--- src/rxaf_pkg.sv ---
// rxaf_pkg: constants and carrier types of the receive address filter.
// assumes a 20 MHz controller clock and a serial destination-address feed.
package rxaf_pkg;

  // register bus geometry
  localparam int ADDR_W = 5;
  localparam int DATA_W = 8;

  // register offsets
  localparam logic [4:0] OFS_STATION0 = 5'h00;
  localparam logic [4:0] OFS_STATION5 = 5'h05;
  localparam logic [4:0] OFS_HASH0    = 5'h08;
  localparam logic [4:0] OFS_HASH7    = 5'h0f;
  localparam logic [4:0] OFS_RX_CFG   = 5'h10;
  localparam logic [4:0] OFS_STATUS   = 5'h11;

  // reset values
  localparam logic [7:0] STATION_RST = 8'h00;
  localparam logic [7:0] HASH_RST    = 8'h00;
  localparam logic [7:0] RX_CFG_RST  = 8'h00;

  // receive configuration field positions
  localparam int CFG_AB_BIT  = 0;
  localparam int CFG_AM_BIT  = 1;
  localparam int CFG_PRO_BIT = 2;

  // status field positions
  localparam int ST_UNI_BIT  = 0;
  localparam int ST_MUL_BIT  = 1;
  localparam int ST_BRO_BIT  = 2;
  localparam int ST_AGG_BIT  = 3;
  localparam int ST_MCAST_BIT = 4;
  localparam int ST_DONE_BIT = 5;

  // destination address and hash
  localparam int DA_BITS   = 48;
  localparam int DA_BYTES  = 6;
  localparam int HASH_BITS = 6;
  localparam int HASH_REGS = 8;
  localparam int CRC_W     = 32;
  localparam logic [31:0] CRC_POLY = 32'h04c11db7;
  localparam logic [31:0] CRC_INIT = 32'hffffffff;

  // receive accept settings
  typedef struct packed {
    logic promiscuous_cfg;
    logic accept_multicast_cfg;
    logic accept_broadcast_cfg;
  } rxaf_cfg_t;

  // per-frame filter verdict
  typedef struct packed {
    logic unicast_hit;
    logic multicast_hit;
    logic broadcast_hit;
    logic aggregate_hit;
  } rxaf_match_t;

  typedef enum logic [1:0] {
    RXAF_IDLE,
    RXAF_ADDR,
    RXAF_HOLD
  } rxaf_state_t;

endpackage

--- src/rxaf_filter.sv ---
// rxaf_filter: destination-address filter of the receive path.
// assumes the mac receive datapath shares mclk_in and feeds one address bit
// per valid cycle, first received bit first, after a one-cycle frame start.
`timescale 1ns/10ps

module rxaf_filter
  import rxaf_pkg::*;
(
  // clock and reset
  input  wire logic              mclk_in,
  input  wire logic              rstn_in,
  // register port
  input  wire logic [ADDR_W-1:0] reg_addr_in,
  input  wire logic [DATA_W-1:0] reg_wdata_in,
  input  wire logic              reg_wr_in,
  input  wire logic              reg_rd_in,
  output logic      [DATA_W-1:0] reg_rdata_out,
  // destination address bits from the receive datapath
  input  wire logic              frame_start_in,
  input  wire logic              dest_addr_valid_in,
  input  wire logic              dest_addr_bit_in,
  // verdict
  output rxaf_match_t            match_out,
  output logic                   match_valid_out,
  output logic [HASH_BITS-1:0]   hash_index_out
);

  // registers
  logic [7:0]        station_addr_bytes [DA_BYTES];
  logic [7:0]        hash_filter_bytes  [HASH_REGS];
  rxaf_cfg_t         rx_cfg_r;
  logic [7:0]        rdata_r;

  // frame tracking
  rxaf_state_t       state_r;
  rxaf_state_t       state_nxt;
  logic [5:0]        bit_cnt_r;
  logic [2:0]        byte_idx;
  logic [2:0]        bit_idx;
  logic              last_bit;
  logic              take_bit;

  // filter state
  logic [CRC_W-1:0]  crc_r;
  logic [CRC_W-1:0]  crc_nxt;
  logic              mcast_r;
  logic              byte_mismatch_r;
  logic              all_ones_r;
  logic              expect_bit;
  logic              bit_differs;

  // verdict
  logic [HASH_BITS-1:0] hash_r;
  logic [HASH_BITS-1:0] hash_nxt;
  logic              filter_bit;
  rxaf_match_t       match_r;
  rxaf_match_t       match_nxt;
  logic              match_valid_r;
  logic              done_r;

  //--------------------------------------------------------------------------
  // register writes
  //--------------------------------------------------------------------------

  always_ff @(posedge mclk_in or negedge rstn_in) begin
    if (!rstn_in) begin
      for (int i = 0; i < DA_BYTES; i++) begin
        station_addr_bytes[i] <= STATION_RST;
      end
    end else if (reg_wr_in && reg_addr_in >= OFS_STATION0 && reg_addr_in <= OFS_STATION5) begin
      station_addr_bytes[reg_addr_in[2:0]] <= reg_wdata_in;
    end
  end

  always_ff @(posedge mclk_in or negedge rstn_in) begin
    if (!rstn_in) begin
      for (int i = 0; i < HASH_REGS; i++) begin
        hash_filter_bytes[i] <= HASH_RST;
      end
    end else if (reg_wr_in && reg_addr_in >= OFS_HASH0 && reg_addr_in <= OFS_HASH7) begin
      hash_filter_bytes[reg_addr_in[2:0]] <= reg_wdata_in;
    end
  end

  always_ff @(posedge mclk_in or negedge rstn_in) begin
    if (!rstn_in) begin
      rx_cfg_r <= rxaf_cfg_t'(RX_CFG_RST[2:0]);
    end else if (reg_wr_in && reg_addr_in == OFS_RX_CFG) begin
      // only the accept settings are stored; the other bits read back as zero
      rx_cfg_r.accept_broadcast_cfg <= reg_wdata_in[CFG_AB_BIT];
      rx_cfg_r.accept_multicast_cfg <= reg_wdata_in[CFG_AM_BIT];
      rx_cfg_r.promiscuous_cfg      <= reg_wdata_in[CFG_PRO_BIT];
    end
  end

  //--------------------------------------------------------------------------
  // register reads: data stand in the cycle after the strobe only
  //--------------------------------------------------------------------------

  always_ff @(posedge mclk_in or negedge rstn_in) begin
    if (!rstn_in) begin
      rdata_r <= 8'h00;
    end else if (reg_rd_in) begin
      rdata_r <= 8'h00;
      if (reg_addr_in >= OFS_STATION0 && reg_addr_in <= OFS_STATION5) begin
        rdata_r <= station_addr_bytes[reg_addr_in[2:0]];
      end else if (reg_addr_in >= OFS_HASH0 && reg_addr_in <= OFS_HASH7) begin
        rdata_r <= hash_filter_bytes[reg_addr_in[2:0]];
      end else if (reg_addr_in == OFS_RX_CFG) begin
        rdata_r[CFG_AB_BIT]  <= rx_cfg_r.accept_broadcast_cfg;
        rdata_r[CFG_AM_BIT]  <= rx_cfg_r.accept_multicast_cfg;
        rdata_r[CFG_PRO_BIT] <= rx_cfg_r.promiscuous_cfg;
      end else if (reg_addr_in == OFS_STATUS) begin
        // a snapshot of the last verdict; it clears when the next frame starts
        rdata_r[ST_UNI_BIT]   <= match_r.unicast_hit;
        rdata_r[ST_MUL_BIT]   <= match_r.multicast_hit;
        rdata_r[ST_BRO_BIT]   <= match_r.broadcast_hit;
        rdata_r[ST_AGG_BIT]   <= match_r.aggregate_hit;
        rdata_r[ST_MCAST_BIT] <= mcast_r;
        rdata_r[ST_DONE_BIT]  <= done_r;
      end
    end else begin
      // read data are valid for one cycle, then fall back to zero
      rdata_r <= 8'h00;
    end
  end

  assign reg_rdata_out = rdata_r;

  //--------------------------------------------------------------------------
  // frame sequencing
  //--------------------------------------------------------------------------

  // a start pulse wins over a bit in the same cycle, so a restart never counts it
  assign take_bit = (state_r == RXAF_ADDR) && dest_addr_valid_in && !frame_start_in;
  assign last_bit = take_bit && (bit_cnt_r == 6'(DA_BITS - 1));

  always_comb begin
    state_nxt = state_r;
    unique case (state_r)
      RXAF_IDLE: begin
        if (frame_start_in) begin
          state_nxt = RXAF_ADDR;
        end
      end
      RXAF_ADDR: begin
        if (frame_start_in) begin
          state_nxt = RXAF_ADDR;
        end else if (last_bit) begin
          state_nxt = RXAF_HOLD;
        end
      end
      RXAF_HOLD: begin
        // bits past the destination field are not filtered
        if (frame_start_in) begin
          state_nxt = RXAF_ADDR;
        end
      end
      default: begin
        // the fourth code of the state register is unused; recover to idle
        state_nxt = RXAF_IDLE;
      end
    endcase
  end

  always_ff @(posedge mclk_in or negedge rstn_in) begin
    if (!rstn_in) begin
      state_r <= RXAF_IDLE;
    end else begin
      state_r <= state_nxt;
    end
  end

  // received order, bit 0 first
  always_ff @(posedge mclk_in or negedge rstn_in) begin
    if (!rstn_in) begin
      bit_cnt_r <= 6'h00;
    end else if (frame_start_in) begin
      bit_cnt_r <= 6'h00;
    end else if (take_bit) begin
      bit_cnt_r <= bit_cnt_r + 6'h01;
    end
  end

  // destination bit 8k+n lands in station byte k, bit n
  assign byte_idx = bit_cnt_r[5:3];
  assign bit_idx  = bit_cnt_r[2:0];

  //--------------------------------------------------------------------------
  // unicast compare
  //--------------------------------------------------------------------------

  // a bit-serial compare gives the same answer as a byte-wide one and
  // needs no staging register for the incoming byte
  always_comb begin
    expect_bit = 1'b0;
    if (byte_idx < 3'(DA_BYTES)) begin
      expect_bit = station_addr_bytes[byte_idx][bit_idx];
    end
  end

  assign bit_differs = dest_addr_bit_in ^ expect_bit;

  always_ff @(posedge mclk_in or negedge rstn_in) begin
    if (!rstn_in) begin
      byte_mismatch_r <= 1'b0;
    end else if (frame_start_in) begin
      byte_mismatch_r <= 1'b0;
    end else if (take_bit && bit_differs) begin
      byte_mismatch_r <= 1'b1;
    end
  end

  //--------------------------------------------------------------------------
  // broadcast and multicast classification
  //--------------------------------------------------------------------------

  always_ff @(posedge mclk_in or negedge rstn_in) begin
    if (!rstn_in) begin
      all_ones_r <= 1'b0;
    end else if (frame_start_in) begin
      all_ones_r <= 1'b1;
    end else if (take_bit && !dest_addr_bit_in) begin
      all_ones_r <= 1'b0;
    end
  end

  always_ff @(posedge mclk_in or negedge rstn_in) begin
    if (!rstn_in) begin
      mcast_r <= 1'b0;
    end else if (frame_start_in) begin
      mcast_r <= 1'b0;
    end else if (take_bit && bit_cnt_r == 6'h00) begin
      mcast_r <= dest_addr_bit_in;
    end
  end

  //--------------------------------------------------------------------------
  // crc hash
  //--------------------------------------------------------------------------

  always_comb begin
    crc_nxt = {crc_r[CRC_W-2:0], 1'b0};
    if (crc_r[CRC_W-1] ^ dest_addr_bit_in) begin
      crc_nxt = crc_nxt ^ CRC_POLY;
    end
  end

  always_ff @(posedge mclk_in or negedge rstn_in) begin
    if (!rstn_in) begin
      crc_r <= CRC_INIT;
    end else if (frame_start_in) begin
      crc_r <= CRC_INIT;
    end else if (take_bit) begin
      crc_r <= crc_nxt;
    end
  end

  // the top bits are taken from the value that includes the last bit
  // the index is then held until the next complete field, so a slow consumer can take it
  assign hash_nxt = crc_nxt[CRC_W-1:CRC_W-HASH_BITS];

  always_ff @(posedge mclk_in or negedge rstn_in) begin
    if (!rstn_in) begin
      hash_r <= '0;
    end else if (last_bit) begin
      hash_r <= hash_nxt;
    end
  end

  // with all 64 bits set every index hits, so every multicast sets multicast_hit
  assign filter_bit = hash_filter_bytes[hash_nxt[5:3]][hash_nxt[2:0]];

  //--------------------------------------------------------------------------
  // verdict
  //--------------------------------------------------------------------------

  always_comb begin
    logic first_one;
    logic ones;
    logic differs;
    first_one = 1'b0;
    ones      = 1'b0;
    differs   = 1'b0;
    // the last bit is still in flight, so fold it in here
    first_one = mcast_r;
    ones      = all_ones_r && dest_addr_bit_in;
    differs   = byte_mismatch_r || bit_differs;
    match_nxt.unicast_hit   = !differs;
    match_nxt.multicast_hit = first_one && filter_bit;
    match_nxt.broadcast_hit = ones;
    match_nxt.aggregate_hit = rx_cfg_r.promiscuous_cfg
                           || match_nxt.unicast_hit
                           || (match_nxt.multicast_hit && rx_cfg_r.accept_multicast_cfg)
                           || (match_nxt.broadcast_hit && rx_cfg_r.accept_broadcast_cfg);
  end

  always_ff @(posedge mclk_in or negedge rstn_in) begin
    if (!rstn_in) begin
      match_r <= '0;
    end else if (frame_start_in) begin
      match_r <= '0;
    end else if (last_bit) begin
      match_r <= match_nxt;
    end
  end

  always_ff @(posedge mclk_in or negedge rstn_in) begin
    if (!rstn_in) begin
      match_valid_r <= 1'b0;
    end else begin
      // a restart before the last bit leaves no pulse for the cut frame
      match_valid_r <= last_bit;
    end
  end

  always_ff @(posedge mclk_in or negedge rstn_in) begin
    if (!rstn_in) begin
      done_r <= 1'b0;
    end else if (frame_start_in) begin
      done_r <= 1'b0;
    end else if (last_bit) begin
      // status bit: set once all 48 bits of this frame are in
      done_r <= 1'b1;
    end
  end

  assign match_out       = match_r;
  assign match_valid_out = match_valid_r;
  assign hash_index_out  = hash_r;

endmodule

--- config.mk ---
export PLATFORM = sky130hd
export DESIGN_NAME = rxaf_filter
export DESIGN_NICKNAME = d
export VERILOG_FILES = /design/src/rxaf_pkg.sv /design/src/rxaf_filter.sv
export SDC_FILE = /design/constraint.sdc
export NUM_CORES = 1
export LEC_CHECK = 0
export BUFFER_PORTS_ARGS = -buffer_cell sky130_fd_sc_hd__buf_2
export CAP_MARGIN = 20
export CORE_UTILIZATION = 40
export CTS_CLUSTER_SIZE = 24
export DETAILED_ROUTE_END_ITERATION = 7
export REMOVE_ABC_BUFFERS = 1
export SLEW_MARGIN = 20
export SYNTH_ARGS = -nofsm -noshare
export SYNTH_HDL_FRONTEND = slang
export SYNTH_SLANG_ARGS = --single-unit
--- constraint.sdc ---
create_clock -name mclk_in -period 2.9 [get_ports mclk_in]
set_input_delay 0.435 -clock mclk_in [delete_from_list [all_inputs] [get_ports mclk_in]]
set_output_delay 0.435 -clock mclk_in [all_outputs]
set_load 0.05 [all_outputs]
-- Word level (Yosys, flattened, before mapping)
Index checks and enable logic that the tools add are counted.
- output and inout bits: 19
- bits of input ports: 20
- bits in registers: 178
- word-level logic and storage cells: 137
- bitwise logic cells: 6
- add/subtract/negate cells: 1
- reductions and logical operators: 34
- muxes and demuxes: 47
- equal/unequal tests: 7
- magnitude comparators: 11
- operators with widths (kind ; number):
    8-bit binary-select mux with 3-bit select ; 4
    8-bit 2-to-1 mux ; 11
    64-bit bitwise mux ; 1
    32-bit 2-to-1 mux ; 2
    48-bit bitwise mux ; 1
    27-bit 2-to-1 mux ; 1
    8-bit demux with 3-bit select ; 1
    6-bit 2-to-1 mux ; 4
    1-bit logical AND ; 18
    14-bit NOT ; 1
    4-bit >= comparator (second input constant) ; 3
    3-bit NOT with 4-bit output ; 3
    1-bit 2-to-1 mux ; 11
    5-bit equality test (second input constant) ; 2
    2-bit nonzero test ; 5
    3-bit by 4-bit less-than comparator with 1-bit output (second input constant) ; 2
    2-bit 2-to-1 mux ; 4
    4-bit 2-to-1 mux ; 2
    6-bit by 1-bit adder with 6-bit output (second input constant) ; 1
    1-bit binary-select mux with 3-bit select ; 2
    6-bit equality test (second input constant) ; 1
    6-bit logical NOT ; 1
    3-bit 2-to-1 mux ; 2
    5-bit by 1-bit >= comparator with 1-bit output (second input constant) ; 1
    other kinds (16) ; 22

-- Longest topological paths before layout
- depth in word-level cells: 15
- mapped depth: 9
- mapped depth without buffers: 7

-- Worst setup path after synthesis
No wires, ideal clock.
- path type: register to register
- from: reg crc_r[28]
- to: reg match_r (netlist bit match_out[0])
- arrival: 2006 ps
- path buffers: 1
- required time: 2769 ps
- clock period less this slack: 2137 ps
- path slack: 763 ps
- library setup time: 131 ps
- stages on the path, launching flop included: 9
- cell sequence: dfstp_2 buf_4 mux4_2 nor2b_1 a2111oi_0 a211o_1 a22oi_1 nand3_1 a31oi_1
- word-level cells in the longest chain between the ends: 12
- RTL lines (what ; line ; text):
    start: declaration ; rxaf_filter.sv:44 ; logic [CRC_W-1:0] crc_r;
    start signal: assignment ; rxaf_filter.sv:255 ; crc_r <= crc_nxt;
    3-bit NOT with 4-bit output (not written as such) ; rxaf_filter.sv:272 ; assign filter_bit = hash_filter_bytes[hash_nxt[5:3]][hash_nxt[2:0]];
    8-bit binary-select mux with 3-bit select ; rxaf_filter.sv:272 ;
    8-bit 2-to-1 mux (not written as such) (2 in a row) ; rxaf_filter.sv:272 ;
    1-bit binary-select mux with 3-bit select ; rxaf_filter.sv:272 ;
    1-bit 2-to-1 mux (not written as such) ; rxaf_filter.sv:272 ;
    1-bit logical AND ; rxaf_filter.sv:290 ; match_nxt.multicast_hit = first_one && filter_bit;
    1-bit logical AND ; rxaf_filter.sv:294 ; || (match_nxt.multicast_hit && rx_cfg_r.accept_multicast_cfg)
    1-bit logical OR ; rxaf_filter.sv:294 ;
    1-bit logical OR ; rxaf_filter.sv:295 ; || (match_nxt.broadcast_hit && rx_cfg_r.accept_broadcast_cfg);
    4-bit 2-to-1 mux ; rxaf_filter.sv:303 ; end else if (last_bit) begin
    4-bit 2-to-1 mux ; rxaf_filter.sv:301 ; end else if (frame_start_in) begin
    end signal: assignment ; rxaf_filter.sv:304 ; match_r <= match_nxt;
    end: declaration ; rxaf_filter.sv:56 ; rxaf_match_t match_r;
No other way between the ends. The select of a mux whose other input is x is not followed.
A chain may end at the register's enable or synchronous reset.

-- Final worst setup path
- from: reg bit_cnt_r[4]
- to: reg match_r (netlist bit match_out[3])
- word-level cells in the longest chain between the ends: 12
- elaborated cells between the ends (all ways): 16
- those cells by class: 1 x order compare; 1 x eq/ne; 8 x mux; 2 x bitwise; 4 x reduce/logical
- RTL lines (what ; line ; text):
    start: declaration ; rxaf_filter.sv:37 ; logic [5:0] bit_cnt_r;
    start signal: assignment ; rxaf_filter.sv:181 ; bit_cnt_r <= bit_cnt_r + 6'h01;
    3-bit NOT with 4-bit output (not written as such) ; rxaf_filter.sv:198 ; expect_bit = station_addr_bytes[byte_idx][bit_idx];
    8-bit binary-select mux with 3-bit select ; rxaf_filter.sv:198 ;
    8-bit 2-to-1 mux (not written as such) (2 in a row) ; rxaf_filter.sv:198 ;
    1-bit binary-select mux with 3-bit select ; rxaf_filter.sv:198 ;
    1-bit 2-to-1 mux (not written as such) ; rxaf_filter.sv:198 ;
    1-bit 2-to-1 mux ; rxaf_filter.sv:197 ; if (byte_idx < 3'(DA_BYTES)) begin
    1-bit bitwise XOR ; rxaf_filter.sv:202 ; assign bit_differs = dest_addr_bit_in ^ expect_bit;
    1-bit logical OR ; rxaf_filter.sv:288 ; differs = byte_mismatch_r || bit_differs;
    1-bit logical NOT ; rxaf_filter.sv:289 ; match_nxt.unicast_hit = !differs;
    4-bit 2-to-1 mux ; rxaf_filter.sv:303 ;
    4-bit 2-to-1 mux ; rxaf_filter.sv:301 ;
Several ways; a longest one is shown, not always the timed one. The select of a mux whose other input is x is not followed.

==> flow_summary.toml <==
[run_status]
status = "finished, violations left"
violations = "design-rule violations"

[timing]
rsz0062_at_grt = "false"
setup_viol = 0
fin_crit_ps = 2490
max_slew.worst_pin.slew_ps = 1040
clock.fmax_mhz = 401
tns_ps = 0
fin_ws_ps = 406
final_hold_viol_count = 0
clock_skew_ps = 7.77
period_share = 0.860
maxSlewHeadroom = 0.305
drv_slew = 0

[grt]
grt_first_pass_wirelength_mm = 35.3
busiest_layer = "met2"
grt_use_total = 0.198
grt_use_met1 = 0.271
grt_overflow = 0
antenna_found_initial = 0
grt_pass1_vias = 6142
grt_max_degree = 83
grt_use_met2 = 0.315
use_met3 = 0.0379

[finish]
nets = 769
utilization = 0.463
area_delta_synth_final_pct = 12.9
diodes = 0
drive_above_1_share = 0.387
design_area_sq_um = 10200

[die]
ios = 39
die_y_um = 152
core-area_sq_um = 22000
start_util = 0.410
dieArea_sq_um = 23100
rows = 54
die_x_um = 152

[synthesis]
synthArstFlopShare = 1.00
synthCells = 714
yosys-top-cells-count = "dfrtp_1 (146), mux2_2 (118), nand2_1 (89)"
avgSynthCellArea_sq_um = 12.6
synth.most_common_cell = "dfrtp_1"
synth_top_area_cell = "dfrtp_1"
ys_dominant_reg_cell = "dfrtp_1"
ys_top_cells_by_area = "dfrtp_1 (41%), mux2_2 (15%), mux4_2 (10%), dfstp_2 (9.3%), mux2i_1 (4.2%)"
synth_edf_count = 0
synth_seq_cells = 178
synth_area_sq_um = 9000
yosysSeqAreaShare = 0.500
yosysWarningCount = 0
synth_top_area_frac = 0.406
synth.distinct_cells = 50

[pwr]
share_clk_of_total_power = 0.365
ir_worst_vdd_v = 0.000443
p_per_area_nw_per_um2 = 662
p_comb_frac = 0.168
switching_power_mw = 1.84
sequentialPowerShare = 0.467
switching_share = 0.274
p_leak_nw = 4.49
power.internal_mw = 4.88

[routing]
vias = 5924
antenna_left = 0
via_per_inst = 5.70
wl_per_cell_um = 21.1
drtPass1Iterations = 7
drc_errors = 11
drt_iter0_markers = 493
wl_mm = 21.9

[setup_path]
worstPathCellList = "buf_4 > mux2i_1 > o22ai_1 > o21ai_0 > o221a_2 > a311oi_2 > mux2i_1 > o21ai_0"
crit_buf_inv = 1
critPathKind = "reg2reg"
cpLargestDelayFamily = "compound AO/OA/AOI/OAI gates"
r2r-start = "bit_cnt_r[4]"
cp_data_required_time_ps = 3180
reg2reg_to = "match_out[3]"
worst_setup_path_start_kind = "flop"
cp_slowest_stage_delay_ps = 740
crit_fanout = 13
r2r.worst_path.cells = 8
ff2ff_setup_slack_ps = 410
arrival_ps = 2770
crit_path_end_kind = "flop"
slowest_stage = "dfrtp_1"

[cts]
clkTransAtPathRegs_ps = 70
ctsHoldBuffers = 0
clock-root-buffer = "clkbuf_16"
numCtsBuffers = 17
clk_path_buf_depth = 2
cts_tree = "done"
cts_resized = 0
clock_latency_ps = 430
cts_sinks = 178
post_cts_buffers = 0
htreeDepth = 4

[place]
placed_area_sq_um = 9510
post-dp-hpwl_mm = 14.8
place_ws_ps = 359
place_congestion = 0.869
io_buffers = 38

[flow_run]
max_cap_viol_count = 0

[worst_hold_path]
hold_path.class = "in2async"
==> area by class of cell <==
type | instances | area, sq um
Fill cell | 1928 | 11800
Sequential cell | 178 | 4490
Multi-Input combinational cell | 481 | 4240
Clock buffer | 22 | 551
Timing Repair Buffer | 62 | 402
Tap cell | 280 | 350
Clock inverter | 10 | 95.1
Inverter | 7 | 26.3
==> per-layer routing <==
metal	wire length [um]	up-vias
met3	1100	24
met5	0	-
met4	357	0
li1	-	2657
met2	10600	163
met1	9860	3080
==> registers in the layout, summed over array words and instances, names as in the netlist <==
signal / cells
all_ones_r: 1
done_r: 1
match_valid_out: 1
state_r: 2
rx_cfg_r: 3
reg_rdata_out: 8
hash_index_out: 6
bit_cnt_r: 6
crc_r: 32
match_out: 4
byte_mismatch_r: 1
station_addr_bytes: 48
hash_filter_bytes: 64
mcast_r: 1
==> how the worst max path moves through the flow <==
stage | from | endpoint | slack [ps] | cells past startpoint
2_1_floorplan | dest_addr_valid_in | match_out[0] | 350 | 6
3_3_place_gp | dest_addr_bit_in | match_out[0] | 410 | 8
3_5_place_dp | crc_r[28] | match_out[0] | 360 | 7
4_1_cts | crc_r[28] | match_out[0] | 370 | 7
5_1_grt | crc_r[28] | match_out[0] | 220 | 7
6_report | bit_cnt_r[4] | match_out[3] | 410 | 8
==> cells by family after synthesis <==
group,after synthesis,synth area share
AO/OA/AOI/OAI,79,0.0579
XOR/XNOR,20,0.0210
adder cells (fa/ha/maj),2,0.00278
buffers and inverters,55,0.0292
flip-flops,178,0.500
multiplexers,199,0.299
AND/OR/NAND/NOR,181,0.0907
==> power by group through the flow <==
stage | Sequential (mW) | Clock, mW | Combinational [mW]
2_1_floorplan | 3.10 | 0 | 0.796
3_3_place_gp | 3.15 | 0 | 1.10
5_1_grt | 3.19 | 2.60 | 1.23
6_report | 3.14 | 2.46 | 1.13
3_5_place_dp | 3.18 | 0 | 1.14
4_1_cts | 3.13 | 2.50 | 1.14
==> worst register-to-register path, delay by kind of cell, from the launching register on <==
family / cells / cell delay (ps)
buffers and inverters: 1 / 280
DFF: 1 / 740
AOI/OAI and AO/OA: 5 / 940
muxes: 2 / 370
==> layout by cell type (no fill, tap or decap), drive strengths merged, types with 2 or more instances in the layout <==
| cell | n |
|---|---|
| a211o | 2 |
| a211oi | 3 |
| a21oi | 14 |
| a22oi | 2 |
| a311oi | 2 |
| a31oi | 4 |
| and2 | 2 |
| buf | 62 |
| clkbuf | 22 |
| clkinv | 3 |
| dfrtp | 146 |
| dfstp | 32 |
| ha | 2 |
| inv | 13 |
| mux2 | 118 |
| mux2i | 38 |
| mux4 | 43 |
| nand2 | 89 |
| nand2b | 7 |
| nand3 | 27 |
| nand4 | 2 |
| nor2 | 32 |
| nor2b | 9 |
| nor3 | 3 |
| o211ai | 13 |
| o21a | 5 |
| o21ai | 15 |
| o22ai | 14 |
| or2 | 3 |
| or3 | 3 |
| xnor2 | 17 |
| xor2 | 2 |
==> metrics by stage <==
step | total power, mW | hold slack (ps) | instances
floorplan | 3.90 | 139 | 666
global placement | 4.25 | 458 | 1008
detailed placement | 4.31 | 465 | 1008
CTS | 6.78 | 79.1 | 1040
global route | 7.02 | 112 | 1040
finish | 6.72 | 42.6 | 1040
Power figures use the tool's default switching activity.
